==> src/cht_pkg.sv <==
// Shared constants for the charger telemetry register bank
package cht_pkg;
    localparam int          NUM_WORDS       = 9;
    localparam int          WORD_W          = 16;
    localparam int          CALC_W          = 32;
    // Byte addresses of the telemetry words
    localparam logic [7:0]  ADDR_TEMP       = 8'h00;
    localparam logic [7:0]  ADDR_POUT       = 8'h02;
    localparam logic [7:0]  ADDR_PIN        = 8'h04;
    localparam logic [7:0]  ADDR_EFF        = 8'h06;
    localparam logic [7:0]  ADDR_IOUT       = 8'h08;
    localparam logic [7:0]  ADDR_IIN        = 8'h0a;
    localparam logic [7:0]  ADDR_VBAT       = 8'h0c;
    localparam logic [7:0]  ADDR_VIN_FB     = 8'h0e;
    localparam logic [7:0]  ADDR_VIN_PANEL  = 8'h10;
    localparam logic [7:0]  ADDR_LAST       = 8'h10;
    // Reset values and sentinels
    localparam logic [15:0] TEMP_UNMEASURED = 16'h7fff;
    localparam logic [15:0] TEMP_ABSENT     = 16'h7777;
    localparam logic [15:0] WORD_INVALID    = 16'hffff;
    localparam logic [15:0] WORD_ZERO       = 16'h0000;
    localparam logic [15:0] WORD_SAT        = 16'hfffe;
    localparam logic [15:0] PANEL_RESET     = 16'hffff;
    localparam logic [15:0] UNMAPPED_READ   = 16'h0000;
    // Scaling: mA * cV / 1000 = cW, cW * 10000 / cW = 0.01 percent
    localparam logic [31:0] POWER_DIV       = 32'h0000_03e8;
    localparam logic [31:0] EFF_SCALE       = 32'h0000_2710;
    localparam logic [31:0] EFF_MAX         = 32'h0000_270f;
endpackage : cht_pkg

==> src/cht_divider.sv <==
// Sequential restoring divider shared by the derived telemetry words
module cht_divider #(
    parameter int WIDTH = 32
)(
    input  wire logic             clk,
    input  wire logic             sys_rst,
    input  wire logic             start,
    input  wire logic [WIDTH-1:0] dividend,
    input  wire logic [WIDTH-1:0] divisor,
    output logic                  busy,
    output logic                  done,
    output logic      [WIDTH-1:0] quotient
);
    localparam int CW = $clog2(WIDTH + 1);

    logic [WIDTH-1:0] rem_reg;
    logic [WIDTH-1:0] quo_reg;
    logic [WIDTH-1:0] div_reg;
    logic [CW-1:0]    cnt_reg;
    logic             busy_reg;
    logic             done_reg;
    logic [WIDTH:0]   shifted;
    logic             fits;
    logic [WIDTH:0]   diff;

    // Divisor must be nonzero; the caller screens zero before starting
    assign shifted  = {rem_reg, quo_reg[WIDTH-1]};
    assign fits     = shifted >= {1'b0, div_reg};
    assign diff     = shifted - {1'b0, div_reg};
    assign busy     = busy_reg;
    assign done     = done_reg;
    assign quotient = quo_reg;

    always_ff @(posedge clk)
    begin
        if (sys_rst)
        begin
            rem_reg  <= '0;
            quo_reg  <= '0;
            div_reg  <= '0;
            cnt_reg  <= '0;
            busy_reg <= 1'b0;
            done_reg <= 1'b0;
        end
        else if (start && !busy_reg)
        begin
            rem_reg  <= '0;
            quo_reg  <= dividend;
            div_reg  <= divisor;
            cnt_reg  <= CW'(WIDTH);
            busy_reg <= 1'b1;
            done_reg <= 1'b0;
        end
        else if (busy_reg)
        begin
            rem_reg  <= fits ? diff[WIDTH-1:0] : shifted[WIDTH-1:0];
            quo_reg  <= {quo_reg[WIDTH-2:0], fits};
            cnt_reg  <= cnt_reg - CW'(1);
            busy_reg <= cnt_reg != CW'(1);
            done_reg <= cnt_reg == CW'(1);
        end
        else
        begin
            done_reg <= 1'b0;
        end
    end
endmodule // cht_divider

==> src/cht_read_port.sv <==
// Word read port: snapshots one whole telemetry word per request
module cht_read_port
    import cht_pkg::*;
(
    input  wire logic                          clk,
    input  wire logic                          sys_rst,
    input  wire logic                          rd_req,
    input  wire logic [7:0]                    rd_addr,
    input  wire logic [NUM_WORDS*WORD_W-1:0]   bank,
    output logic      [WORD_W-1:0]             rd_data,
    output logic                               rd_valid
);
    logic [WORD_W-1:0] data_reg;
    logic              valid_reg;
    logic [6:0]        word_idx;
    logic              addr_hit;
    logic [WORD_W-1:0] sel_word;

    // Both bytes leave from one register so a word never mixes two updates
    assign word_idx = rd_addr[7:1];
    assign addr_hit = !rd_addr[0] && (rd_addr <= ADDR_LAST);
    assign sel_word = addr_hit ? bank[word_idx*WORD_W +: WORD_W] : UNMAPPED_READ;
    assign rd_data  = data_reg;
    assign rd_valid = valid_reg;

    always_ff @(posedge clk)
    begin
        if (sys_rst)
        begin
            data_reg  <= '0;
            valid_reg <= 1'b0;
        end
        else
        begin
            valid_reg <= rd_req;
            if (rd_req)
                data_reg <= sel_word;
        end
    end

    chk_read_answer: assert property (@(posedge clk) disable iff (sys_rst)
        rd_req |=> rd_valid && (rd_data == $past(sel_word)))
        else $error("read answer missing or wrong");
endmodule // cht_read_port

==> src/cht_telemetry_bank.sv <==
// Charger telemetry register bank with derived power and efficiency words
//////////////////////////////////////////////////////////////////////////////

// Functional notes
// - Nine read-only 16-bit words at even addresses 0x00 through 0x10.
// - Temperature is signed tenths of a degree from thermistor sense.
// - Temperature reads 0x7fff from reset until first conversion finishes.
// - High thermistor voltage means battery absent; temperature becomes 0x7777.
// - Both power words are unsigned hundredths of a watt.
// - Output power is latest output current times latest battery voltage.
// - Input power uses input current times panel-sense voltage when solar.
// - Panel-sense held low selects DC mode; use feedback voltage instead.
// - Input power needs input sense resistor; DC mode also divider and DAC.
// - Efficiency is output over input power, hundredths of percent, max 99.99.
// - Output current is unsigned milliamps from the current-monitor voltage.
// - Output current needs sense and monitor; power adds DAC and dividers.
// - Any needed zero resistor setting makes that derived word 0xffff.
// - Battery voltage in hundredths of a volt, zero until first measured.
// - In solar mode feedback voltage word reads zero; panel word carries input.
module cht_telemetry_bank
    import cht_pkg::*;
#(
    parameter logic [31:0] IOUT_GAIN = 32'h0000_03e8
)(
    input  wire logic        clk,
    input  wire logic        sys_rst,
    input  wire logic        rd_req,
    input  wire logic [7:0]  rd_addr,
    output logic      [15:0] rd_data,
    output logic             rd_valid,
    input  wire logic        temp_done,
    input  wire logic [15:0] temp_code,
    input  wire logic        tsense_absent,
    input  wire logic        ior_done,
    input  wire logic [15:0] ior_code,
    input  wire logic        vbat_done,
    input  wire logic [15:0] vbat_code,
    input  wire logic        iin_done,
    input  wire logic [15:0] iin_code,
    input  wire logic        vin_fb_done,
    input  wire logic [15:0] vin_fb_code,
    input  wire logic        vin_panel_done,
    input  wire logic [15:0] vin_panel_code,
    input  wire logic        panel_sense_input,
    input  wire logic [15:0] input_sense_resistor_setting,
    input  wire logic [15:0] output_sense_resistor_setting,
    input  wire logic [15:0] output_monitor_resistor_setting,
    input  wire logic [15:0] output_dac_resistor_setting,
    input  wire logic [15:0] output_divider_upper_setting,
    input  wire logic [15:0] output_divider_lower_setting,
    input  wire logic [15:0] input_dac_resistor_setting,
    input  wire logic [15:0] input_divider_upper_setting,
    input  wire logic [15:0] input_divider_lower_setting
);
    typedef enum logic [2:0] {ST_IDLE, ST_IOUT, ST_POUT, ST_PIN, ST_EFF} cht_step_type;

    cht_step_type state_reg;
    cht_step_type state_next;
    logic [15:0]  battery_temperature_reg;
    logic [15:0]  output_power_reg;
    logic [15:0]  input_power_reg;
    logic [15:0]  conversion_efficiency_reg;
    logic [15:0]  output_current_reg;
    logic [15:0]  input_current_reg;
    logic [15:0]  battery_voltage_reg;
    logic [15:0]  input_voltage_feedback_reg;
    logic [15:0]  input_voltage_panel_sense_reg;
    logic         temp_seen_reg;
    logic         vbat_seen_reg;
    logic         pend_reg;
    logic         launch_reg;
    logic         panel_meta_reg;
    logic         panel_sync_reg;
    logic         dc_mode_reg;
    logic         div_busy;
    logic         div_done;
    logic [31:0]  div_q;
    logic [31:0]  div_num;
    logic [31:0]  div_den;
    logic         step_bad;
    logic         step_zero;
    logic         div_start;
    logic         step_end;
    logic [15:0]  step_word;
    logic [15:0]  pin_volts;
    logic         iout_bad;
    logic         pout_bad;
    logic         pin_bad;
    logic         eff_bad;
    logic         meas_event;
    logic [NUM_WORDS*WORD_W-1:0] bank;

    //////////////////////////////////////////////////////////////////////////
    // Panel-sense pin is asynchronous; two stages before use
    always_ff @(posedge clk)
    begin
        if (sys_rst)
        begin
            panel_meta_reg <= 1'b1;
            panel_sync_reg <= 1'b1;
            dc_mode_reg    <= 1'b0;
        end
        else
        begin
            panel_meta_reg <= panel_sense_input;
            panel_sync_reg <= panel_meta_reg;
            dc_mode_reg    <= !panel_sync_reg;
        end
    end

    //////////////////////////////////////////////////////////////////////////
    // Step selection and screening
    assign iout_bad  = (output_sense_resistor_setting == 16'h0000)
                     || (output_monitor_resistor_setting == 16'h0000);
    assign pout_bad  = iout_bad || (output_dac_resistor_setting == 16'h0000)
                     || (output_divider_upper_setting == 16'h0000)
                     || (output_divider_lower_setting == 16'h0000);
    assign pin_bad   = (input_sense_resistor_setting == 16'h0000)
                     || (dc_mode_reg && ((input_dac_resistor_setting == 16'h0000)
                     || (input_divider_upper_setting == 16'h0000)
                     || (input_divider_lower_setting == 16'h0000)));
    assign eff_bad   = pout_bad || pin_bad;
    assign pin_volts = dc_mode_reg ? input_voltage_feedback_reg : input_voltage_panel_sense_reg;
    assign step_bad  = (state_reg == ST_IOUT) ? iout_bad :
                       (state_reg == ST_POUT) ? pout_bad :
                       (state_reg == ST_PIN)  ? pin_bad  :
                       (state_reg == ST_EFF)  ? eff_bad  : 1'b0;
    // No input power means no ratio; report zero rather than divide by zero
    assign step_zero = (state_reg == ST_EFF) && (input_power_reg == 16'h0000);
    assign div_num   = (state_reg == ST_IOUT) ? 32'(ior_code) * IOUT_GAIN :
                       (state_reg == ST_POUT) ? 32'(output_current_reg) * 32'(battery_voltage_reg) :
                       (state_reg == ST_PIN)  ? 32'(input_current_reg) * 32'(pin_volts) :
                       32'(output_power_reg) * EFF_SCALE;
    assign div_den   = (state_reg == ST_IOUT) ? 32'(output_sense_resistor_setting)
                                                * 32'(output_monitor_resistor_setting) :
                       (state_reg == ST_EFF)  ? 32'(input_power_reg) : POWER_DIV;
    assign div_start = launch_reg && !step_bad && !step_zero;
    assign step_end  = (launch_reg && (step_bad || step_zero)) || div_done;
    assign step_word = (launch_reg && step_bad) ? WORD_INVALID :
                       (launch_reg && step_zero) ? WORD_ZERO :
                       (state_reg == ST_EFF) ? ((div_q > EFF_MAX) ? EFF_MAX[15:0] : div_q[15:0]) :
                       ((div_q > 32'(WORD_SAT)) ? WORD_SAT : div_q[15:0]);
    assign meas_event = ior_done || vbat_done || iin_done || vin_fb_done || vin_panel_done;

    always_comb
    begin
        state_next = state_reg;
        unique case (state_reg)
            ST_IDLE: if (pend_reg) state_next = ST_IOUT;
            ST_IOUT: if (step_end) state_next = ST_POUT;
            ST_POUT: if (step_end) state_next = ST_PIN;
            ST_PIN:  if (step_end) state_next = ST_EFF;
            ST_EFF:  if (step_end) state_next = ST_IDLE;
        endcase
    end

    //////////////////////////////////////////////////////////////////////////
    // Sequencer: a new measurement during a pass keeps the pending flag set
    always_ff @(posedge clk)
    begin
        if (sys_rst)
        begin
            state_reg  <= ST_IDLE;
            pend_reg   <= 1'b0;
            launch_reg <= 1'b0;
        end
        else
        begin
            state_reg  <= state_next;
            pend_reg   <= meas_event || (pend_reg && state_reg != ST_IDLE);
            launch_reg <= (state_next != state_reg) && (state_next != ST_IDLE);
        end
    end

    always_ff @(posedge clk)
    begin
        if (sys_rst)
        begin
            output_current_reg        <= WORD_ZERO;
            output_power_reg          <= WORD_ZERO;
            input_power_reg           <= WORD_ZERO;
            conversion_efficiency_reg <= WORD_ZERO;
        end
        else if (step_end)
        begin
            unique case (state_reg)
                ST_IOUT: output_current_reg        <= step_word;
                ST_POUT: output_power_reg          <= step_word;
                ST_PIN:  input_power_reg           <= step_word;
                ST_EFF:  conversion_efficiency_reg <= step_word;
                default: ;
            endcase
        end
    end

    //////////////////////////////////////////////////////////////////////////
    // Measured words
    always_ff @(posedge clk)
    begin
        if (sys_rst)
        begin
            battery_temperature_reg       <= TEMP_UNMEASURED;
            temp_seen_reg                 <= 1'b0;
            battery_voltage_reg           <= WORD_ZERO;
            vbat_seen_reg                 <= 1'b0;
            input_current_reg             <= WORD_ZERO;
            input_voltage_feedback_reg    <= WORD_ZERO;
            input_voltage_panel_sense_reg <= PANEL_RESET;
        end
        else
        begin
            if (temp_done)
            begin
                battery_temperature_reg <= tsense_absent ? TEMP_ABSENT : temp_code;
                temp_seen_reg           <= 1'b1;
            end
            if (vbat_done)
            begin
                battery_voltage_reg <= vbat_code;
                vbat_seen_reg       <= 1'b1;
            end
            if (iin_done)
                input_current_reg <= iin_code;
            if (!dc_mode_reg)
                input_voltage_feedback_reg <= WORD_ZERO;
            else if (vin_fb_done)
                input_voltage_feedback_reg <= vin_fb_code;
            if (dc_mode_reg)
                input_voltage_panel_sense_reg <= WORD_ZERO;
            else if (vin_panel_done)
                input_voltage_panel_sense_reg <= vin_panel_code;
        end
    end

    //////////////////////////////////////////////////////////////////////////
    // Word bank in address order and the read port
    assign bank = {input_voltage_panel_sense_reg, input_voltage_feedback_reg, battery_voltage_reg,
                   input_current_reg, output_current_reg, conversion_efficiency_reg,
                   input_power_reg, output_power_reg, battery_temperature_reg};

    cht_divider #(
        .WIDTH    (CALC_W)
    ) u_divider (
        .clk      (clk),
        .sys_rst  (sys_rst),
        .start    (div_start),
        .dividend (div_num),
        .divisor  (div_den),
        .busy     (div_busy),
        .done     (div_done),
        .quotient (div_q)
    );

    cht_read_port u_read_port (
        .clk      (clk),
        .sys_rst  (sys_rst),
        .rd_req   (rd_req),
        .rd_addr  (rd_addr),
        .bank     (bank),
        .rd_data  (rd_data),
        .rd_valid (rd_valid)
    );

    //////////////////////////////////////////////////////////////////////////
    // Checks
    chk_temp_unmeasured: assert property (@(posedge clk) disable iff (sys_rst)
        !temp_seen_reg |-> battery_temperature_reg == TEMP_UNMEASURED)
        else $error("temperature left unmeasured marker early");
    chk_temp_absent: assert property (@(posedge clk) disable iff (sys_rst)
        temp_done && tsense_absent |=> battery_temperature_reg == TEMP_ABSENT)
        else $error("absent battery not flagged");
    chk_temp_load: assert property (@(posedge clk) disable iff (sys_rst)
        temp_done && !tsense_absent |=> battery_temperature_reg == $past(temp_code))
        else $error("temperature not loaded");
    chk_vbat_zero: assert property (@(posedge clk) disable iff (sys_rst)
        !vbat_seen_reg |-> battery_voltage_reg == WORD_ZERO)
        else $error("battery voltage nonzero before measurement");
    chk_solar_fb_zero: assert property (@(posedge clk) disable iff (sys_rst)
        !dc_mode_reg |=> input_voltage_feedback_reg == WORD_ZERO)
        else $error("feedback voltage not zero in solar mode");
    chk_pout_invalid: assert property (@(posedge clk) disable iff (sys_rst)
        state_reg == ST_POUT && launch_reg && pout_bad |=> output_power_reg == WORD_INVALID)
        else $error("output power not invalid with zero setting");
    chk_pin_invalid: assert property (@(posedge clk) disable iff (sys_rst)
        state_reg == ST_PIN && launch_reg && input_sense_resistor_setting == 16'h0000
        |=> input_power_reg == WORD_INVALID)
        else $error("input power not invalid with zero sense setting");
    chk_eff_limit: assert property (@(posedge clk) disable iff (sys_rst)
        conversion_efficiency_reg != WORD_INVALID |-> 32'(conversion_efficiency_reg) <= EFF_MAX)
        else $error("efficiency above limit");
    chk_iout_bounded: assert property (@(posedge clk) disable iff (sys_rst)
        state_reg == ST_IOUT && launch_reg |-> ##[1:36] state_reg == ST_POUT)
        else $error("output current step overran");
    chk_pass_runs: assert property (@(posedge clk) disable iff (sys_rst)
        state_reg == ST_IDLE && pend_reg |=> state_reg == ST_IOUT && launch_reg)
        else $error("pending pass not started");
    // A step launched onto a busy divider would be dropped and its word loaded with the running division's quotient
    chk_div_idle_launch: assert property (@(posedge clk) disable iff (sys_rst)
        launch_reg |-> !div_busy)
        else $error("step launched while divider busy");

    cov_absent: cover property (@(posedge clk) disable iff (sys_rst) temp_done && tsense_absent);
    cov_dc_pin: cover property (@(posedge clk) disable iff (sys_rst) state_reg == ST_PIN && dc_mode_reg && div_done);
    cov_eff_clamp: cover property (@(posedge clk) disable iff (sys_rst)
        state_reg == ST_EFF && div_done && div_q > EFF_MAX);
endmodule // cht_telemetry_bank

==> config.mk <==
export PLATFORM = sky130hd
export DESIGN_NAME = cht_telemetry_bank
export DESIGN_NICKNAME = d
export VERILOG_FILES = /design/src/cht_pkg.sv /design/src/cht_divider.sv /design/src/cht_read_port.sv /design/src/cht_telemetry_bank.sv
export SDC_FILE = /design/constraint.sdc
export NUM_CORES = 2
export LEC_CHECK = 0
export ABC_CLOCK_PERIOD_IN_PS = 13700
export BUFFER_PORTS_ARGS = -buffer_cell sky130_fd_sc_hd__buf_2
export CAP_MARGIN = 40
export CORE_ASPECT_RATIO = 0.75
export CORE_UTILIZATION = 53
export CTS_CLUSTER_DIAMETER = 80
export CTS_CLUSTER_SIZE = 14
export DETAILED_ROUTE_END_ITERATION = 10
export PLACE_DENSITY = 0.71
export RECOVER_POWER = 25
export SYNTH_ARGS = -nofsm -noshare
export SYNTH_HDL_FRONTEND = slang
export SYNTH_SLANG_ARGS = --single-unit
==> constraint.sdc <==
create_clock -name clk -period 13.7 [get_ports clk]
set_input_delay 0.685 -clock clk [delete_from_list [all_inputs] [get_ports clk]]
set_output_delay 0.685 -clock clk [all_outputs]
set_load 0.005 [all_outputs]
==> out/qor_table.md <==
| Quantity | This run |
|:---|:---|
| Run status | complete, but fails checks |
| Violated checks | capacitance limit, slew limit |
| Clock slew seen by the registers of the worst setup and hold paths | 0.07 ns |
| Vias | 38242 |
| Tcrit/Tclk final | 0.572 |
| CTS Buffer Depth | 3 |
| Sequential fraction of the synthesis area | 0.122 |
| Worst Setup Path Type | flip-flop to flip-flop |
| WL/cell | 21.6 um |
| Biggest area contributors in the synthesized netlist | sky130_fd_sc_hd__fa_1 30%, sky130_fd_sc_hd__ha_1 13%, sky130_fd_sc_hd__dfxtp_1 12% |
| Critical path fanouts, max | 34 |
| EDFF count, synth | 0 |
| Buffers inserted during post-CTS setup optimization | 0 |
| Effective utilization at floorplan | 0.540 |
| Clock skew after layout | 0.0296 ns |
| Die extent in y | 254 um |
| Async set-or-reset flop fraction in the synthesized netlist | 0 |
| CP endpoint kind | flip-flop |
| Area growth, synth to finish | 7.17% |
| CTS tree | done |
| DRC violations left | 0 |
| Highest-delay cell along the critical path | sky130_fd_sc_hd__nor4_1 |
| Setup ws final | 5.87 ns |
| Post-synthesis sequential element count | 273 |
| Final instance count without filler cells | 6484 |
| Synth warnings | 0 |
| Number of unique standard cell types used by synthesis | 90 |
| RR Startpoint | dc_mode_reg |
| Clk root buf | sky130_fd_sc_hd__clkbuf_16 |
| First-pass detailed-route iteration total | 6 |
| Number of hold buffers added after CTS | 0 |
| Sum of buffers and inverters on the critical path | 6 |
| Crit path time final | 7.83 ns |
| Rows | 91 |
| Final HPWL from detailed placement | 112 mm |
| Pwr Density | 166 mW/mm2 |
| Library cell with the largest summed area after synthesis | sky130_fd_sc_hd__fa_1 |
| Total Nets Final | 6745 |
| Finish-stage setup viols | 0 |
| Total negative slack | 0 ns |
| Die width | 338 um |
| Global-route wire length before repair | 218 mm |
| Remaining number of nets flagged by the antenna check after routing | 0 |
| Num CTS Buffers | 27 |
| Worst vdd ir | 0.000372 V |
| DR iter-0 viols | 4400 |
| Pin count of the biggest net entering global routing | 69 |
| Final Max Tran Viols | 225 |
| Hold path startpoint | panel_sense_input |
| Category of cells accounting for the largest share of critical-path delay | adder cells |
| Pleak | 0.0234 uW |
| Number of vias per cell | 5.90 |
| Floorplan core area | 0.0830 mm2 |
| Number of gates resized after CTS | 0 |
| Unrepaired setup endpoints after global routing | false |
| Fmax | 128 MHz |
| Post-synthesis average cell area | 8.57 um2 |
| Top cell type's share of synthesized area | 0.300 |
| Top cells by instance count after synthesis | 870 x sky130_fd_sc_hd__inv_1, 672 x sky130_fd_sc_hd__fa_1, 634 x sky130_fd_sc_hd__nand2_1, 469 x sky130_fd_sc_hd__ha_1, 327 x sky130_fd_sc_hd__nor2_1 |
| Placed Instances | 6430 |
| Number of global-route vias before repair | 37289 |
| Gr ovfl total | 0 |
| Arrival time at the worst endpoint | 8.32 ns |
| Cell area after synthesis | 0.0448 mm2 |
| Overall fraction of global-route tracks in use | 0.331 |
| DP Worst Slack | 6.13 ns |
| Routability-driven placement congestion ratio | 0.989 |
| Ratio of cells with drive above 1 in the final layout | 0.0823 |
| Critical path's most frequent cell | sky130_fd_sc_hd__fa_1 |
| Critical path startpoint | dc_mode_reg |
| Count of filler cells inserted in the layout | 7504 |
| Primary FF master, synth | sky130_fd_sc_hd__dfxtp_1 |
| Critical path cell sequence | buf_4, mux2i_1, buf_4, nor2b_1, fa_1, inv_1, fa_1, inv_1, fa_1, fa_1, fa_1, inv_1, fa_1, inv_1, ha_1, nand4_1, nor4_1, nand4_1, nand4_1, a41o_1, a221oi_1, o21ai_0, xnor2_1, o41ai_1 |
| Slowest stage delay, CP | 0.68 ns |
| Startpoint types | flip-flop |
| Count of H-tree levels built during CTS | 1 |
| Post-Syn Instances | 5231 |
| Clock insertion delay at the later pin of the skew report | 0.60 ns |
| Die area | 0.0858 mm2 |
| Hold Vio Cnt, Final | 0 |
| Number of violations of the max-capacitance limit | 4 |
| Antenna violations before repair | 13 |
| Normalized max-slew margin | -1.32 |
| Nets in the synthesized netlist | 6631 |
| Clock sink count | 273 |
| HP Class | input port to flip-flop |
| Total Routed Length | 140 mm |
| Dominant cell by count in the synthesized netlist | sky130_fd_sc_hd__inv_1 |
| Ports placed on the boundary | 276 |
| Input/output buffers | 275 |
| Worst-Margin Slew | 3.49 ns |
| Worst endpoint required time | 14.18 ns |
[layout make-up]
class / count / area (um2) / share of cell area
Tap cell: 1116 / 1400 / 0.0291
Clock buffer: 34 / 712 / 0.0148
Clock inverter: 8 / 78.8 / 0.00164
Antenna cell: 10 / 25.0 / 0.000521
Sequential cell: 273 / 5470 / 0.114
Multi-Input combinational cell: 3830 / 35100 / 0.730
Timing Repair Buffer: 342 / 2000 / 0.0417
Inverter: 871 / 3270 / 0.0680
[kinds of logic after synthesis]
logic type	synth area share
buffers and inverters	0.0958
adders and majority gates	0.431
DFF	0.122
AOI/OAI and AO/OA	0.104
and+or+nand+nor	0.177
xor gates and xnor gates	0.0260
muxes	0.0438
[worst paths after layout]
kind                                                to  slack, ns  cells past startpoint
worst max register to register  u_divider.quotient[30]       5.87                     24
worst min register to register    u_divider.div_reg[9]       0.46                      2
worst min-delay path                    panel_meta_reg       0.28                      2
worst max-delay path            u_divider.quotient[30]       5.87                     24
[metrics by stage]
step | util | total power, uW | instance area [um2] | hold slack (ns)
finish | 0.579 | 7970 | 48000 | 0.277
floorplan | - | 5340 | 44800 | 0.368
detailed placement | 0.569 | 7040 | 47300 | 0.444
global placement | 0.566 | 6990 | 47000 | 0.446
global route | 0.579 | 8650 | 48000 | 0.290
CTS | 0.579 | 7820 | 48000 | 0.275
[report_power, final]
part           internal [uW]  switching [uW]
Combinational           2410            3880
Clock                    371             370
Sequential               855            76.3
[per-layer routing]
layer / GRT usage / vias to the layer above / wire (um)
met5: 0 / - / 31
met4: 0.0892 / 6 / 3840
met3: 0.0956 / 240 / 17800
met2: 0.466 / 2052 / 57400
met1: 0.492 / 18825 / 61100
li1: - / 17119 / -
[cell usage in the layout (no fill, tap or decap), drive strengths merged, types with 49 or more instances in the layout]
cell type	count
a211oi	51
a21oi	200
and2	285
buf	322
clkbuf	53
dfxtp	273
fa	672
ha	469
inv	875
mux2i	106
nand2	635
nand3	56
nor2	329
nor2b	77
nor3	110
nor4	53
o21ai	177
xnor2	84
xor2	49
(Power assumes the default switching activity.)
